==> config.mk <==
export PLATFORM = sky130hd
export DESIGN_NAME = absolute_position_handoff_dev_flat
export DESIGN_NICKNAME = d
export VERILOG_FILES = /design/src/handoff_pkg.sv /design/src/handoff_if.sv /design/src/absolute_position_handoff_dev.sv /design/src/flat_wrapper.sv
export SDC_FILE = /design/constraint.sdc
export NUM_CORES = 1
export LEC_CHECK = 0
export BUFFER_PORTS_ARGS = -buffer_cell sky130_fd_sc_hd__buf_2
export CORE_MARGIN = 8
export CORE_UTILIZATION = 35
export DETAILED_ROUTE_END_ITERATION = 7
export GPL_TIMING_DRIVEN = 0
export PLACE_DENSITY_LB_ADDON = 0.2
export SLEW_MARGIN = 20
export SYNTH_ARGS = -nofsm -noshare
export SYNTH_HDL_FRONTEND = slang
export SYNTH_SLANG_ARGS = --single-unit
==> constraint.sdc <==
create_clock -name clk_i -period 6.4 [get_ports clk_i]
set_clock_uncertainty 0.1 [all_clocks]
set_input_delay 0.96 -clock clk_i [delete_from_list [all_inputs] [get_ports clk_i]]
set_output_delay 0.96 -clock clk_i [all_outputs]
set_load 0.02 [all_outputs]
==> src/handoff_pkg.sv <==
// Shared constants for the absolute position handoff between a servo amplifier and its controller.
// Assumes both ends run on one 100 MHz clock with a synchronous active-high reset.
package handoff_pkg;

  // ---------------------------------------------------------------------------
  // Serial characters
  // ---------------------------------------------------------------------------
  localparam logic [7:0] CMD_HI_CHAR    = 8'h30;
  localparam logic [7:0] CMD_LO_CHAR    = 8'h32;
  localparam logic [7:0] DATA_HI_CHAR   = 8'h39;
  localparam logic [7:0] DATA_LO_CHAR   = 8'h31;
  localparam logic [7:0] STATUS_OK_CHAR = 8'h41;
  localparam logic [7:0] ERR_CMD_CHAR   = 8'h43;
  localparam logic [7:0] STATION_CHAR   = 8'h30;

  localparam logic [2:0] REQ_LAST_IDX   = 3'h4;
  localparam logic [3:0] REPLY_LAST_IDX = 4'h9;
  localparam logic [3:0] REPLY_LEN_OK   = 4'hA;
  localparam logic [3:0] REPLY_LEN_ERR  = 4'h2;

  // ---------------------------------------------------------------------------
  // Timing
  // ---------------------------------------------------------------------------
  localparam int unsigned CLK_HZ           = 100_000_000;
  localparam int unsigned CYC_PER_MS       = CLK_HZ / 1000;
  localparam int unsigned SON_TO_BASE_MS   = 95;
  localparam int unsigned STOP_TO_BASE_MS  = 210;
  localparam int unsigned BASE_TO_READY_MS = 5;
  localparam int unsigned REPLY_TIMEOUT_MS = 10;
  localparam int unsigned SON_TO_BASE_CYC   = SON_TO_BASE_MS * CYC_PER_MS;
  localparam int unsigned STOP_TO_BASE_CYC  = STOP_TO_BASE_MS * CYC_PER_MS;
  localparam int unsigned BASE_TO_READY_CYC = BASE_TO_READY_MS * CYC_PER_MS;
  localparam int unsigned REPLY_TIMEOUT_CYC = REPLY_TIMEOUT_MS * CYC_PER_MS;
  localparam int unsigned MAX_RETRY_DEF     = 3;

  localparam logic [31:0] POS_RESET = 32'h0000_0000;

endpackage

==> src/handoff_if.sv <==
// Link between the servo amplifier end and the positioning controller end.
// Assumes both ends share one clock; every signal is a plain same-clock level or strobe.
`timescale 1ns/100ps
interface handoff_if;
  logic       servo_enable_input;
  logic       drive_ready;
  logic       fault_indicator;
  logic       req_valid;
  logic [7:0] req_data;
  logic       rep_valid;
  logic [7:0] rep_data;
  logic       cmd_pulse;
  logic       cmd_dir;

  modport dev (
    input  servo_enable_input,
    output drive_ready,
    output fault_indicator,
    input  req_valid,
    input  req_data,
    output rep_valid,
    output rep_data,
    input  cmd_pulse,
    input  cmd_dir
  );

  modport ctl (
    output servo_enable_input,
    input  drive_ready,
    input  fault_indicator,
    output req_valid,
    output req_data,
    input  rep_valid,
    input  rep_data,
    output cmd_pulse,
    output cmd_dir
  );
endinterface

==> src/absolute_position_handoff_dev.sv <==
// Servo amplifier end: power sequencing, position read reply and position command register.
// Assumes the controller end on the same clock; forced stop and alarm come from pins.
`timescale 1ns/100ps
module absolute_position_handoff_dev #(
  parameter int unsigned SON_TO_BASE_CYC   = handoff_pkg::SON_TO_BASE_CYC,
  parameter int unsigned STOP_TO_BASE_CYC  = handoff_pkg::STOP_TO_BASE_CYC,
  parameter int unsigned BASE_TO_READY_CYC = handoff_pkg::BASE_TO_READY_CYC
) (
  input  wire logic        clk_i,
  input  wire logic        rst_i,
  handoff_if.dev           link,
  input  wire logic        forced_stop_i,
  input  wire logic        alarm_i,
  input  wire logic [31:0] abs_position_i,
  output logic             base_on_o,
  output logic [31:0]      position_cmd_o
);

  typedef enum {PWR_OFF, PWR_WAIT_BASE, PWR_WAIT_READY, PWR_READY} pwr_state_t;

  function automatic logic [7:0] hex_char(input logic [3:0] n);
    hex_char = (n < 4'hA) ? (8'h30 + {4'h0, n}) : (8'h37 + {4'h0, n});
  endfunction

  function automatic logic [7:0] req_char(input logic [2:0] idx);
    case (idx)
      3'h1:    req_char = handoff_pkg::CMD_HI_CHAR;
      3'h2:    req_char = handoff_pkg::CMD_LO_CHAR;
      3'h3:    req_char = handoff_pkg::DATA_HI_CHAR;
      default: req_char = handoff_pkg::DATA_LO_CHAR;
    endcase
  endfunction

  // ---------------------------------------------------------------------------
  // Pin synchronisers
  // ---------------------------------------------------------------------------
  logic [1:0] sync1_reg;
  logic [1:0] sync2_reg;
  logic       stop_s;
  logic       alarm_s;

  always_ff @(posedge clk_i) begin
    if (rst_i) begin
      sync1_reg <= 2'h0;
      sync2_reg <= 2'h0;
    end else begin
      sync1_reg <= {alarm_i, forced_stop_i};
      sync2_reg <= sync1_reg;
    end
  end
  assign stop_s  = sync2_reg[0];
  assign alarm_s = sync2_reg[1];

  // ---------------------------------------------------------------------------
  // Power sequencing
  // ---------------------------------------------------------------------------
  pwr_state_t  pwr_reg,  pwr_next;
  logic [31:0] cnt_reg,  cnt_next;
  logic        base_reg, base_next;
  logic        rdy_reg,  rdy_next;
  logic        seen_reg, seen_next;
  logic        hold_off;
  logic [31:0] target;

  assign hold_off = stop_s | alarm_s | ~link.servo_enable_input;

  always_comb begin
    pwr_next  = pwr_reg;
    cnt_next  = cnt_reg + 32'h1;
    base_next = base_reg;
    rdy_next  = rdy_reg;
    seen_next = seen_reg | stop_s;
    target    = 32'h1;
    case (pwr_reg)
      PWR_OFF: begin
        cnt_next = 32'h0;
        if (!hold_off) begin
          pwr_next = PWR_WAIT_BASE;
        end
      end
      PWR_WAIT_BASE: begin
        target = seen_reg ? STOP_TO_BASE_CYC : SON_TO_BASE_CYC;
        if (cnt_reg >= target - 32'h1) begin
          base_next = 1'b1;
          cnt_next  = 32'h0;
          pwr_next  = PWR_WAIT_READY;
        end
      end
      PWR_WAIT_READY: begin
        target = seen_reg ? BASE_TO_READY_CYC : 32'h1;
        if (cnt_reg >= target - 32'h1) begin
          rdy_next  = 1'b1;
          seen_next = stop_s;
          pwr_next  = PWR_READY;
        end
      end
      PWR_READY: begin
        cnt_next = 32'h0;
      end
      default: begin
        pwr_next = PWR_OFF;
      end
    endcase
    if (hold_off) begin
      pwr_next  = PWR_OFF;
      cnt_next  = 32'h0;
      base_next = 1'b0;
      rdy_next  = 1'b0;
    end
  end

  always_ff @(posedge clk_i) begin
    if (rst_i) begin
      pwr_reg  <= PWR_OFF;
      cnt_reg  <= 32'h0;
      base_reg <= 1'b0;
      rdy_reg  <= 1'b0;
      seen_reg <= 1'b1;
    end else begin
      pwr_reg  <= pwr_next;
      cnt_reg  <= cnt_next;
      base_reg <= base_next;
      rdy_reg  <= rdy_next;
      seen_reg <= seen_next;
    end
  end

  // ---------------------------------------------------------------------------
  // Read command decode, reply and position command
  // ---------------------------------------------------------------------------
  logic [2:0]  rx_idx_reg,  rx_idx_next;
  logic        mine_reg,    mine_next;
  logic        bad_reg,     bad_next;
  logic [3:0]  tx_left_reg, tx_left_next;
  logic [3:0]  tx_pos_reg,  tx_pos_next;
  logic [7:0]  status_reg,  status_next;
  logic [31:0] shift_reg,   shift_next;
  logic        rv_reg,      rv_next;
  logic [7:0]  rd_reg,      rd_next;
  logic [31:0] pcmd_reg,    pcmd_next;
  logic        bad_now;

  always_comb begin
    rx_idx_next  = rx_idx_reg;
    mine_next    = mine_reg;
    bad_next     = bad_reg;
    tx_left_next = tx_left_reg;
    tx_pos_next  = tx_pos_reg;
    status_next  = status_reg;
    shift_next   = shift_reg;
    rv_next      = 1'b0;
    rd_next      = rd_reg;
    pcmd_next    = pcmd_reg;
    bad_now      = bad_reg | (link.req_data != req_char(rx_idx_reg));
    if (link.cmd_pulse && base_reg) begin
      pcmd_next = link.cmd_dir ? pcmd_reg - 32'h1 : pcmd_reg + 32'h1;
    end
    if (tx_left_reg != 4'h0) begin
      rv_next      = 1'b1;
      tx_left_next = tx_left_reg - 4'h1;
      tx_pos_next  = tx_pos_reg + 4'h1;
      if (tx_pos_reg == 4'h0) begin
        rd_next = handoff_pkg::STATION_CHAR;
      end else if (tx_pos_reg == 4'h1) begin
        rd_next = status_reg;
      end else begin
        rd_next    = hex_char(shift_reg[31:28]);
        shift_next = {shift_reg[27:0], 4'h0};
      end
    end
    if (link.req_valid) begin
      if (rx_idx_reg == 3'h0) begin
        mine_next   = (link.req_data == handoff_pkg::STATION_CHAR);
        bad_next    = 1'b0;
        rx_idx_next = 3'h1;
      end else if (rx_idx_reg == handoff_pkg::REQ_LAST_IDX) begin
        rx_idx_next = 3'h0;
        if (mine_reg && tx_left_reg == 4'h0) begin
          tx_pos_next = 4'h0;
          if (bad_now) begin
            status_next  = handoff_pkg::ERR_CMD_CHAR;
            tx_left_next = handoff_pkg::REPLY_LEN_ERR;
          end else begin
            status_next  = handoff_pkg::STATUS_OK_CHAR;
            tx_left_next = handoff_pkg::REPLY_LEN_OK;
            shift_next   = abs_position_i;
            pcmd_next    = abs_position_i;
          end
        end
      end else begin
        bad_next    = bad_now;
        rx_idx_next = rx_idx_reg + 3'h1;
      end
    end
  end

  always_ff @(posedge clk_i) begin
    if (rst_i) begin
      rx_idx_reg  <= 3'h0;
      mine_reg    <= 1'b0;
      bad_reg     <= 1'b0;
      tx_left_reg <= 4'h0;
      tx_pos_reg  <= 4'h0;
      status_reg  <= 8'h00;
      shift_reg   <= 32'h0000_0000;
      rv_reg      <= 1'b0;
      rd_reg      <= 8'h00;
      pcmd_reg    <= handoff_pkg::POS_RESET;
    end else begin
      rx_idx_reg  <= rx_idx_next;
      mine_reg    <= mine_next;
      bad_reg     <= bad_next;
      tx_left_reg <= tx_left_next;
      tx_pos_reg  <= tx_pos_next;
      status_reg  <= status_next;
      shift_reg   <= shift_next;
      rv_reg      <= rv_next;
      rd_reg      <= rd_next;
      pcmd_reg    <= pcmd_next;
    end
  end

  assign link.drive_ready     = rdy_reg;
  assign link.fault_indicator = alarm_s;
  assign link.rep_valid       = rv_reg;
  assign link.rep_data        = rd_reg;
  assign base_on_o            = base_reg;
  assign position_cmd_o       = pcmd_reg;

endmodule

==> src/flat_wrapper.sv <==
// flat-port wrapper written by rule: the top's interface ports become plain ports
module absolute_position_handoff_dev_flat 
#(
  parameter int unsigned SON_TO_BASE_CYC   = handoff_pkg::SON_TO_BASE_CYC,
  parameter int unsigned STOP_TO_BASE_CYC  = handoff_pkg::STOP_TO_BASE_CYC,
  parameter int unsigned BASE_TO_READY_CYC = handoff_pkg::BASE_TO_READY_CYC
)
  (clk_i, rst_i, forced_stop_i, alarm_i, abs_position_i, base_on_o, position_cmd_o, link_servo_enable_input, link_drive_ready, link_fault_indicator, link_req_valid, link_req_data, link_rep_valid, link_rep_data, link_cmd_pulse, link_cmd_dir);
  handoff_if link_i ();
  input  wire logic clk_i;
  input  wire logic rst_i;
  input  wire logic forced_stop_i;
  input  wire logic alarm_i;
  input  wire logic [31:0] abs_position_i;
  output logic base_on_o;
  output logic [31:0] position_cmd_o;
  input wire logic [$bits(link_i.servo_enable_input)-1:0] link_servo_enable_input;
  output wire logic [$bits(link_i.drive_ready)-1:0] link_drive_ready;
  output wire logic [$bits(link_i.fault_indicator)-1:0] link_fault_indicator;
  input wire logic [$bits(link_i.req_valid)-1:0] link_req_valid;
  input wire logic [$bits(link_i.req_data)-1:0] link_req_data;
  output wire logic [$bits(link_i.rep_valid)-1:0] link_rep_valid;
  output wire logic [$bits(link_i.rep_data)-1:0] link_rep_data;
  input wire logic [$bits(link_i.cmd_pulse)-1:0] link_cmd_pulse;
  input wire logic [$bits(link_i.cmd_dir)-1:0] link_cmd_dir;
  assign link_i.servo_enable_input = link_servo_enable_input;
  assign link_drive_ready = link_i.drive_ready;
  assign link_fault_indicator = link_i.fault_indicator;
  assign link_i.req_valid = link_req_valid;
  assign link_i.req_data = link_req_data;
  assign link_rep_valid = link_i.rep_valid;
  assign link_rep_data = link_i.rep_data;
  assign link_i.cmd_pulse = link_cmd_pulse;
  assign link_i.cmd_dir = link_cmd_dir;
  absolute_position_handoff_dev #(.SON_TO_BASE_CYC(SON_TO_BASE_CYC), .STOP_TO_BASE_CYC(STOP_TO_BASE_CYC), .BASE_TO_READY_CYC(BASE_TO_READY_CYC)) u_core (.clk_i(clk_i), .rst_i(rst_i), .link(link_i), .forced_stop_i(forced_stop_i), .alarm_i(alarm_i), .abs_position_i(abs_position_i), .base_on_o(base_on_o), .position_cmd_o(position_cmd_o));
endmodule
# == Word level (Yosys, flattened, before mapping) ==
# Index checks and enable logic that the tools add are counted.
# word_totals
ff_bits,165
elab_cells,110
out_inout_bits,44
input_bits,48
# op_classes
n_addsub,10
eq_ne,13
n_reduce_logical,15
magnitude_cmp,3
muxes,45
bitwise,7
# ops
cell,n
$mux W32,18
$pmux W32 S4,1
$sub A32 B1 Y32 const B,3
$add A32 B1 Y32 const B,2
$eq A32 B2 Y1 const B,2
$ge A32 B32 Y1,2
$pmux W32 S2,1
$mux W4,11
$eq A32 B1 Y1 const B,1
$logic_not A32 Y1,1
$mux W25,1
$mux W8,3
$mux W19,1
$add A6 B4 Y7 const A,2
$pmux W4 S3,1
$eq A8 B6 Y1 const B,1
$logic_not A4 Y1,2
$ne A8 B6 Y1,1
$reduce_and A2 Y1,4
$eq A3 B2 Y1 const B,2
$mux W3,2
$ne A2 B1 Y1 const B,3
$mux W1,5
$add A4 B1 Y4 const B,1
15 further kinds,22

# == Logic depth before layout (Yosys ltp) ==
# Gate-level depths: netlist of the first run.
# logic_depth
depth_word,9
mapped_depth,12
mapped_depth_nobuf,11

# == Worst setup path before layout of the first run ==
# No wires, ideal clock.
# synth_path
path_kind,input port to flip-flop
startpoint,input link_cmd_dir
endpoint,"register u_core.pcmd_reg[30], in the netlist u_core.position_cmd_o[30]"
path_buffers,0
t_arrival_ns,3.225
stages,10
t_required_ns,6.197
setup_slack_ns,2.972
path_cell_list,fa_1 a211oi_2 o21ai_1 a31oi_1 a31oi_4 a31oi_4 o21ai_0 a21oi_1 xor2_1 a2111oi_2
# synth_via
elab_chain_len,7
# synth_rtl
item,line_no,text
"start, declared",flat_wrapper.sv:25,input wire logic [$bits(link_i.cmd_dir)-1:0] link_cmd_dir;
$mux W32 (*),absolute_position_handoff_dev.sv:156,pcmd_next = link.cmd_dir ? pcmd_reg - 32'h1 : pcmd_reg + 32'h1;
$mux W32 (*),absolute_position_handoff_dev.sv:155,if (link.cmd_pulse && base_reg) begin
$mux W32,absolute_position_handoff_dev.sv:180,if (bad_now) begin
$mux W32,absolute_position_handoff_dev.sv:178,if (mine_reg && tx_left_reg == 4'h0) begin
$mux W32,absolute_position_handoff_dev.sv:176,end else if (rx_idx_reg == handoff_pkg::REQ_LAST_IDX) begin
$mux W32,absolute_position_handoff_dev.sv:172,if (rx_idx_reg == 3'h0) begin
$mux W32 (*),absolute_position_handoff_dev.sv:171,if (link.req_valid) begin
"end signal, assigned",absolute_position_handoff_dev.sv:208,pcmd_reg <= handoff_pkg::POS_RESET;
"end signal, assigned",absolute_position_handoff_dev.sv:219,pcmd_reg <= pcmd_next;
"end, declared",absolute_position_handoff_dev.sv:140,"logic [31:0] pcmd_reg, pcmd_next;"
# Every way passes the cells marked *; elsewhere a longest branch is shown, timed or not.
# A chain may end at the register's enable or synchronous reset.

# == Final worst setup path of the first run ==
# layout_path
startpoint,input link_cmd_dir
endpoint,"register u_core.pcmd_reg[29], in the netlist u_core.position_cmd_o[29]"
# Same word-level chain as after synthesis.

==> results.py, run 1 <==
metrics = {
    "run_status": {
        "outcome": "finished clean",
    },
    "floorplan": {
        "core_area_mm2": 0.0210,
        "die_h_um": 162,
        "io_pins": 92,
        "rows": 53,
        "die_w_um": 162,
        "die_area_mm2": 0.0262,
        "start_util_pct": 35.5,
    },
    "worst_setup_path": {
        "crit_path_end_kind": "flip-flop",
        "critPathLaunchType": "primary input",
        "crit_type": "primary input to flip-flop",
        "crit_required_ns": 6.60,
        "r2r_start": "u_core.position_cmd_o[4]",
        "worstPathArrival_ns": 4.58,
        "slowest_delay_ns": 0.59,
        "crit_chain": "buf_2 -> ha_1 -> a2111oi_0 -> a21bo_2 -> a21boi_0 -> o21ai_1 -> nand3_1 -> o21ai_1 -> a41oi_1 -> xor2_1 -> a2111oi_0",
        "timing.rr.end": "u_core.position_cmd_o[29]",
        "critPathLaunch": "link_cmd_dir",
        "r2r_slack_ns": 2.89,
        "cpMaxStageDelayCell": "buf_2",
        "ff2ff_path_depth": 10,
        "path_max_fanout": 32,
    },
    "yosys": {
        "syn-instance-count": 922,
        "synth-edff-count": 0,
        "synth_nets": 1038,
        "synth_fa_ha_area_share_pct": 11.5,
        "yosys.area_share.simple_pct": 20.2,
        "yosys_register_bits": 128,
        "synth-xor-area-share_pct": 7.88,
        "ys_seq_area_share_pct": 34.4,
        "synth_top_family_by_area": "compound AO/OA/AOI/OAI gates",
        "async_reset_ff_share_pct": 0,
        "ys_types": 66,
        "ys.flop_type": "dfxtp_1",
        "yosys_warnings": 0,
        "synth_compound_area_share_pct": 21.7,
        "avgSynthCellArea_um2": 8.08,
        "synth_mux_area_share_pct": 0.672,
        "synth_area_mm2": 0.00745,
    },
    "timing": {
        "finalMaxSlewViolations": 0,
        "worst_pin_slew_ns": 0.780,
        "hold_violations": 0,
        "grt_setup_unrepaired": "false",
        "fmax_ghz": 0.228,
        "setup_ws_ns": 2.02,
        "relSlewSlack_pct": 48.0,
        "setup-tns-final_ns": 0,
        "setup_viol_count_final": 0,
        "timing.final.crit_share_pct": 68.5,
        "whs_ns": 0.338,
        "fin_crit_ns": 4.38,
    },
    "clock_network": {
        "htree_levels": 4,
        "cts_hold_buf": 0,
        "clockBufferDepth": 2,
        "ctsResizeCount": 0,
        "numCtsBuffers": 17,
        "clk_pin_slew_ns": 0.06,
        "clock_latency_ns": 0.42,
        "cts_tree": "yes",
        "clock_sinks": 128,
        "post_cts_buffers": 0,
        "clock-root-buffer": "clkbuf_16",
    },
    "cells_and_area": {
        "layout_common_cells": "160 x nand2_1, 128 x dfxtp_1, 95 x buf_2",
        "fin_util_pct": 42.2,
        "drive_gt1_share_pct": 13.8,
        "mostFrequentLayoutCell": "nand2_1",
        "nets": 1146,
        "syn_to_final_growth_pct": 18.7,
        "antenna_cells": 0,
    },
    "detailed_routing": {
        "drt-total-wl_um": 21000,
        "vias": 6710,
        "ant_nets": 0,
        "viasPerCell": 5.09,
        "drcViolationCount": 0,
        "first_pass_iters": 4,
        "dr.first_iter.drc_count": 368,
        "post_drt_wl_per_cell_um": 15.9,
    },
    "placement": {
        "gp_congestion": 0.854,
        "place_hpwl_um": 16100,
        "port_buffers": 89,
        "place_ws_ns": 1.64,
    },
    "flow_run": {
        "max_cap_viol_count": 0,
    },
    "global_routing": {
        "grt_overflow": 0,
        "grt_pass1_wl_um": 34400,
        "grt_usage_pct": 16.3,
        "antenna_found_initial": 0,
        "grt_max_degree": 33,
        "grt_pass1_vias": 6494,
    },
    "min_path": {
        "hp-class": "flip-flop to flip-flop",
        "worstHoldStart": "u_core.sync1_reg[1]",
        "whs_endpoint": "u_core.sync2_reg[1]",
        "hold_depth": 1,
    },
    "power_and_ir_drop": {
        "ir_drop_uv": 129,
        "power_mw": 2.24,
        "power.density_mw_per_mm2": 253,
        "leakage_nw": 3.68,
    },
}
[metal layers]
metal / GRT usage (%) / vias up / share of wire [%]
li1: - / 3492 / -
met1: 23.0 / 3069 / 51
met2: 24.6 / 127 / 44
met3: 3.19 / 22 / 3.5
met4: 5.05 / 0 / 1.5
met5: 0 / - / 0
[where the power goes]
group / internal (mW) / switching [mW]
clock: 0.586 / 0.408
combinational: 0.117 / 0.270
sequential: 0.830 / 0.0250
[cells by family (layout without fill, tap and decap cells)]
group	count (synthesis)	in the layout
AND/OR/NAND/NOR	339	339
AO/OA/AOI/OAI	249	249
flip-flops	128	128
adder cells (fa/ha/maj)	68	68
XOR/XNOR	67	67
buffers and inverters	65	186
multiplexers	5	5
other	1	1
[synthesized netlist by cell type, types with 4 or more instances]
master	number	share of area, %
a211o_1	4	0.47
a21oi_1	72	4.8
o21a_1	7	0.71
inv_1	23	1.2
xor2_1	39	4.6
a211oi_1	6	0.60
nand4_1	14	1.2
nor2b_1	10	0.84
a311oi_1	7	0.82
mux2i_1	5	0.67
and3_1	9	0.76
nor2_1	81	4.1
buf_2	6	0.40
or3_1	4	0.34
ha_1	67	11
a21o_1	20	2.0
a31oi_1	26	2.2
dfxtp_1	128	34
and4_1	4	0.47
o211ai_1	7	0.71
nor4_1	6	0.50
o21ai_0	58	3.9
nor3_1	15	1.0
clkbuf_1	32	1.6
nand3_1	18	1.2
xnor2_1	28	3.3
o21ai_1	4	0.27
nand2_1	160	8.1
and2_1	5	0.42
[per-stage QoR]
stage / instances / area (um^2)
6_report: 1318 / 8840
3_5_place_dp: 1286 / 8240
5_1_grt: 1318 / 8840
2_1_floorplan: 922 / 7450
4_1_cts: 1318 / 8830
3_3_place_gp: 1286 / 8240
[worst max-delay path by stage]
stage,endpoint,slack (ns),cells past startpoint
2_1_floorplan,u_core.position_cmd_o[30],2.97,10
3_3_place_gp,u_core.position_cmd_o[29],1.62,11
3_5_place_dp,u_core.position_cmd_o[29],1.64,11
4_1_cts,u_core.position_cmd_o[29],2.08,11
5_1_grt,u_core.position_cmd_o[29],1.78,11
6_report,u_core.position_cmd_o[29],2.02,11
[cell type report]
type	count	area [um^2]
buffer	42	176
clock buffer	17	425
clock inverter	15	173
fill	2229	12100
inverter	23	86.3
multi-input combinational	729	4630
sequential	128	2560
tap	275	344
timing repair buffer	89	445
[critical path, delay by kind of cell]
family          cells  cell delay [ns]
fa+ha+maj           1             0.40
simple gates        1             0.17
buf+inv             1             0.59
compound gates      7             2.35
xor+xnor            1             0.10
Note: power is estimated with default switching activity, not from simulation.
==> run 2, diff against run 1 <==
==> constraint.sdc (replaced) <==
create_clock -name clk_i -period 3.75 [get_ports clk_i]
set_clock_uncertainty 0.1 [all_clocks]
set_input_delay 0.5625 -clock clk_i [delete_from_list [all_inputs] [get_ports clk_i]]
set_output_delay 0.5625 -clock clk_i [all_outputs]
set_load 0.02 [all_outputs]
==> run 2 against run 1 <==
Effect of this change: die area unchanged; combinational power increased by 72%; first-iteration DRC count is 0.82% higher; setup slack got worse by 1.8 ns; sequential share of layout area about the same; sequential power is 71% higher; register-to-register slack got worse by 2.5 ns.
==> results.py, run 2 (synthesis results as in run 1) <==
metrics = {
    "run_status": {
        "outcome": "finished clean",
    },
    "global_routing": {
        "grt_pass1_wl_um": 34400,
        "antenna_found_initial": 0,
        "grt_max_degree": 33,
        "grt_pass1_vias": 6494,
        "grt_usage_pct": 16.3,
        "grt_overflow": 0,
    },
    "clock_network": {
        "cts_tree": "yes",
        "clock_latency_ns": 0.43,
        "htree_levels": 4,
        "clk_pin_slew_ns": 0.06,
        "clock-root-buffer": "clkbuf_16",
        "clock_sinks": 128,
        "clockBufferDepth": 2,
        "post_cts_buffers": 0,
        "numCtsBuffers": 17,
    },
    "floorplan": {
        "die_h_um": 162,
        "rows": 53,
        "core_area_mm2": 0.0210,
        "die_w_um": 162,
        "start_util_pct": 35.5,
        "die_area_mm2": 0.0262,
        "io_pins": 92,
    },
    "placement": {
        "place_hpwl_um": 16100,
        "dp_cells": 1286,
        "port_buffers": 89,
        "gp_congestion": 0.854,
        "place_ws_ns": -0.616,
    },
    "power_and_ir_drop": {
        "pwr-share-seq_pct": 38.2,
        "sw_frac_of_total_pct": 31.4,
        "ir_drop_uv": 219,
        "power.density_mw_per_mm2": 431,
        "combPwrFrac_pct": 17.4,
        "p_clk_share_pct": 44.4,
        "switching_power_mw": 1.20,
        "leakage_nw": 3.69,
        "intPower_mw": 2.62,
    },
    "worst_setup_path": {
        "critPathLaunchType": "primary input",
        "ff2ff_path_depth": 11,
        "crit_end": "u_core.position_cmd_o[29]",
        "crit_required_ns": 3.94,
        "crit_path_end_kind": "flip-flop",
        "timing.rr.end": "u_core.cnt_reg[20]",
        "crit_type": "primary input to flip-flop",
        "r2r_slack_ns": 0.44,
        "worstPathArrival_ns": 3.69,
        "path_max_fanout": 32,
        "critPathLaunch": "link_cmd_dir",
        "r2r_start": "u_core.seen_reg",
    },
    "cells_and_area": {
        "mostFrequentLayoutCell": "nand2_1",
        "nets": 1146,
        "nFillCells": 2230,
        "fin_util_pct": 42.2,
        "drive_gt1_share_pct": 13.9,
        "antenna_cells": 0,
        "syn_to_final_growth_pct": 18.9,
        "final_cells": 1318,
        "layout_common_cells": "160 x nand2_1, 128 x dfxtp_1, 94 x buf_2",
    },
    "timing": {
        "fmax_ghz": 0.286,
        "hold_violations": 0,
        "timing.final.crit_share_pct": 93.1,
        "grt_setup_unrepaired": "false",
        "relSlewSlack_pct": 54.3,
        "worst_pin_slew_ns": 0.686,
        "setup_viol_count_final": 0,
        "setup_ws_ns": 0.258,
        "finalMaxSlewViolations": 0,
        "whs_ns": 0.251,
        "fin_crit_ns": 3.49,
        "setup-tns-final_ns": 0,
    },
    "detailed_routing": {
        "drcViolationCount": 0,
        "viasPerCell": 5.13,
        "vias": 6755,
        "post_drt_wl_per_cell_um": 16.0,
        "first_pass_iters": 4,
        "ant_nets": 0,
        "dr.first_iter.drc_count": 371,
        "drt-total-wl_um": 21000,
    },
    "min_path": {
        "hp-class": "primary input to flip-flop",
    },
    "flow_run": {
        "max_cap_viol_count": 0,
    },
}
run 2: metal layers:
layer,vias to the layer above,routed length [um],GRT usage [%]
met4,0,291,5.05
met3,19,803,3.19
li1,3494,-,-
met2,133,9240,24.6
met5,-,0,0
met1,3109,10700,23.0
run 2: final cells by class:
type / count / area, um^2 / area share (%)
buffer: 42 / 176 / 1.99
clock buffer: 17 / 425 / 4.81
clock inverter: 15 / 173 / 1.95
inverter: 23 / 86.3 / 0.975
multi-input combinational: 729 / 4640 / 52.4
sequential: 128 / 2560 / 29.0
tap: 275 / 344 / 3.89
timing repair buffer: 89 / 448 / 5.06
run 2: critical path, cell delays in order:
cell	delay, ns
buf_4	0.37
ha_1	0.36
a2111oi_1	0.47
a21bo_2	0.30
a21boi_1	0.31
o21ai_1	0.16
nand3_1	0.16
o21ai_1	0.14
a41oi_1	0.33
xor2_1	0.10
a2111oi_0	0.41
run 2: how the worst min path moves through the flow:
stage	start	to	depth (start not counted)
5_1_grt	alarm_i	u_core.sync1_reg[1]	2
4_1_cts	alarm_i	u_core.sync1_reg[1]	2
3_5_place_dp	u_core.sync1_reg[1]	u_core.sync2_reg[1]	1
6_report	alarm_i	u_core.sync1_reg[1]	2
2_1_floorplan	u_core.sync1_reg[0]	u_core.sync2_reg[0]	1
3_3_place_gp	u_core.sync1_reg[1]	u_core.sync2_reg[1]	1
run 2: repair_timing:
| action | CTS | global route |
|---|---|---|
| gates resized for setup | 1 | 3 |
| setup endpoints to repair | 1 | 5 |
| hold buffers | 0 | 0 |
| gates cloned | 0 | 0 |
run 2: power by group through the flow:
stage	clock (mW)	sequential, mW	combinational (mW)
after floorplan	0	1.50	0.432
after global placement	0	1.49	0.659
after detailed placement	0	1.49	0.663
after CTS	1.74	1.46	0.666
after global routing	1.80	1.47	0.738
final	1.69	1.46	0.664
run 2: stage by stage:
stage               power [mW]  area [um^2]
floorplan                 1.94         7450
global placement          2.15         8240
detailed placement        2.15         8240
CTS                       3.87         8840
global route              4.01         8850
finish                    3.82         8850
==> run 3, diff against run 2 <==
--- a/config.mk
+++ b/config.mk
@@ -5,8 +5,7 @@
 export SDC_FILE = /design/constraint.sdc
 export NUM_CORES = 1
 export LEC_CHECK = 0
-export BUFFER_PORTS_ARGS = -buffer_cell sky130_fd_sc_hd__buf_2
-export CORE_MARGIN = 8
+export BUFFER_PORTS_ARGS = -buffer_cell sky130_fd_sc_hd__buf_4
 export CORE_UTILIZATION = 35
 export DETAILED_ROUTE_END_ITERATION = 7
 export GPL_TIMING_DRIVEN = 0
==> run 3 against run 2 <==
Effect of this change: flip-flop and latch count unchanged; via count increased by 1.1%; setup slack improved by 0.069 ns; utilization increased by 1.7 points; critical path depth unchanged; first-iteration DRC count decreased by 5.7%; register-to-register slack got worse by 0.08 ns; sequential share of layout area decreased by 0.59 points; clock power decreased by 4%; largest cell class unchanged.
==> results.py, run 3 (synthesis results as in run 1) <==
metrics = {
    "timing": {
        "relSlewSlack_pct": 57.3,
        "fmax_ghz": 0.292,
        "setup_viol_count_final": 0,
        "worst_pin_slew_ns": 0.640,
        "timing.final.crit_share_pct": 91.3,
        "grt_setup_unrepaired": "false",
        "fin_crit_ns": 3.42,
        "hold_violations": 0,
        "finalMaxSlewViolations": 0,
    },
    "floorplan": {
        "die_area_mm2": 0.0219,
        "start_util_pct": 36.2,
        "die_w_um": 148,
        "core_area_mm2": 0.0206,
        "die_h_um": 148,
        "io_pins": 92,
        "rows": 52,
    },
    "detailed_routing": {
        "drcViolationCount": 0,
        "wl_met1_um": 10400,
        "first_pass_iters": 5,
        "viasPerCell": 5.20,
        "drt-total-wl_um": 20700,
        "dr.first_iter.drc_count": 350,
        "post_drt_wl_per_cell_um": 15.8,
        "met2_length_um": 9190,
        "routed-wl-met3_um": 804,
        "top_layer": "met4",
        "vias": 6827,
        "ant_nets": 0,
    },
    "clock_network": {
        "clock_sinks": 128,
        "numCtsBuffers": 17,
        "clock_latency_ns": 0.43,
        "htree_levels": 4,
        "clk_pin_slew_ns": 0.06,
        "clock-root-buffer": "clkbuf_16",
        "post_cts_buffers": 0,
        "cts_hold_buf": 0,
        "clockBufferDepth": 2,
        "cts_tree": "yes",
    },
    "global_routing": {
        "grt_max_degree": 33,
        "grt_usage_pct": 19.5,
        "grt_pass1_wl_um": 33200,
        "antenna_found_initial": 0,
        "grt_overflow": 0,
        "grt_pass1_vias": 6321,
    },
    "cells_and_area": {
        "antenna_cells": 0,
        "nFillCells": 2162,
        "layout_common_cells": "160 x nand2_1, 128 x dfxtp_1, 89 x buf_4",
        "fin_util_pct": 43.9,
        "mostFrequentLayoutCell": "nand2_1",
        "final_cells": 1313,
        "nets": 1146,
        "drive_gt1_share_pct": 13.5,
        "syn_to_final_growth_pct": 21.3,
    },
    "flow_run": {
        "max_cap_viol_count": 0,
    },
    "power_and_ir_drop": {
        "power.density_mw_per_mm2": 417,
        "ir_drop_uv": 303,
        "power_mw": 3.77,
        "leakage_nw": 3.70,
    },
    "worst_setup_path": {
        "crit_path_end_kind": "flip-flop",
        "worstPathArrival_ns": 3.62,
        "path_max_fanout": 32,
        "crit_type": "primary input to flip-flop",
        "crit_required_ns": 3.95,
        "critPathLaunchType": "primary input",
    },
    "run_status": {
        "outcome": "finished clean",
    },
    "placement": {
        "port_buffers": 89,
        "gp_congestion": 0.886,
        "dp_cells": 1281,
        "place_hpwl_um": 15400,
    },
    "min_path": {
        "hp-class": "primary input to flip-flop",
    },
}
-- run 3: cell types whose count changed in the layout (fill, tap and decap cells not counted), moves of 2 or more --
| cell | delta |
|---|---|
| clkbuf_1 | +4 |
| buf_4 | +87 |
| inv_8 | -2 |
| buf_2 | -88 |
| inv_6 | -5 |
| clkinv_2 | +3 |
| clkinv_4 | -2 |
-- run 3: layout make-up --
class | instances | area [um^2] | area share, %
buffer | 42 | 176 | 1.95
clock buffer | 22 | 454 | 5.03
clock inverter | 10 | 111 | 1.23
inverter | 23 | 86.3 | 0.956
multi-input combinational | 729 | 4630 | 51.3
sequential | 128 | 2560 | 28.4
tap | 270 | 338 | 3.74
timing repair buffer | 89 | 672 | 7.44
-- run 3: where the power goes --
group	internal [mW]	total (mW)	switching, mW
Sequential	1.42	1.46	0.0427
Clock	0.992	1.62	0.631
Combinational	0.225	0.682	0.456
-- run 3: repair_timing --
item	in CTS	in global routing
gates resized for setup	0	2
hold endpoints to repair	0	0
endpoints found under the setup margin	0	3
-- run 3: path summary, 6_finish.rpt --
check                      startpoint                         to  slack [ns]  cells past startpoint
setup / recovery         link_cmd_dir  u_core.position_cmd_o[29]        0.33                     11
hold / removal                alarm_i        u_core.sync1_reg[1]        0.25                      2
setup reg to reg      u_core.seen_reg         u_core.cnt_reg[17]        0.36                     11
hold reg to reg   u_core.sync1_reg[0]        u_core.sync2_reg[0]        0.34                      1
-- run 3: per-layer routing --
layer / vias to the layer above / GRT usage (%)
li1: 3492 / -
met1: 3184 / 27.4
met2: 131 / 29.9
met3: 20 / 3.43
met4: 0 / 6.44
met5: - / 0
-- run 3: per-stage QoR --
stage | cell area, um^2 | hold slack [ns] | TNS (ns) | worst slack [ns]
after floorplan | 7450 | 0.314 | 0 | 0.719
final | 9030 | 0.249 | 0 | 0.328
after CTS | 9020 | 0.237 | 0 | 0.223
after global placement | 8450 | 0.318 | -0.165 | -0.132
after global routing | 9030 | 0.234 | 0 | 0.0991
after detailed placement | 8450 | 0.329 | -0.260 | -0.178
-- run 3: critical path, cell delays in order --
cell and delay (ns):
buf_6 0.27, ha_1 0.33, a2111oi_0 0.50, a21bo_2 0.31, a21boi_0 0.35, o21ai_1 0.18, nand3_1 0.16, o21ai_1 0.13
a41oi_1 0.31, xor2_1 0.11, a2111oi_0 0.39
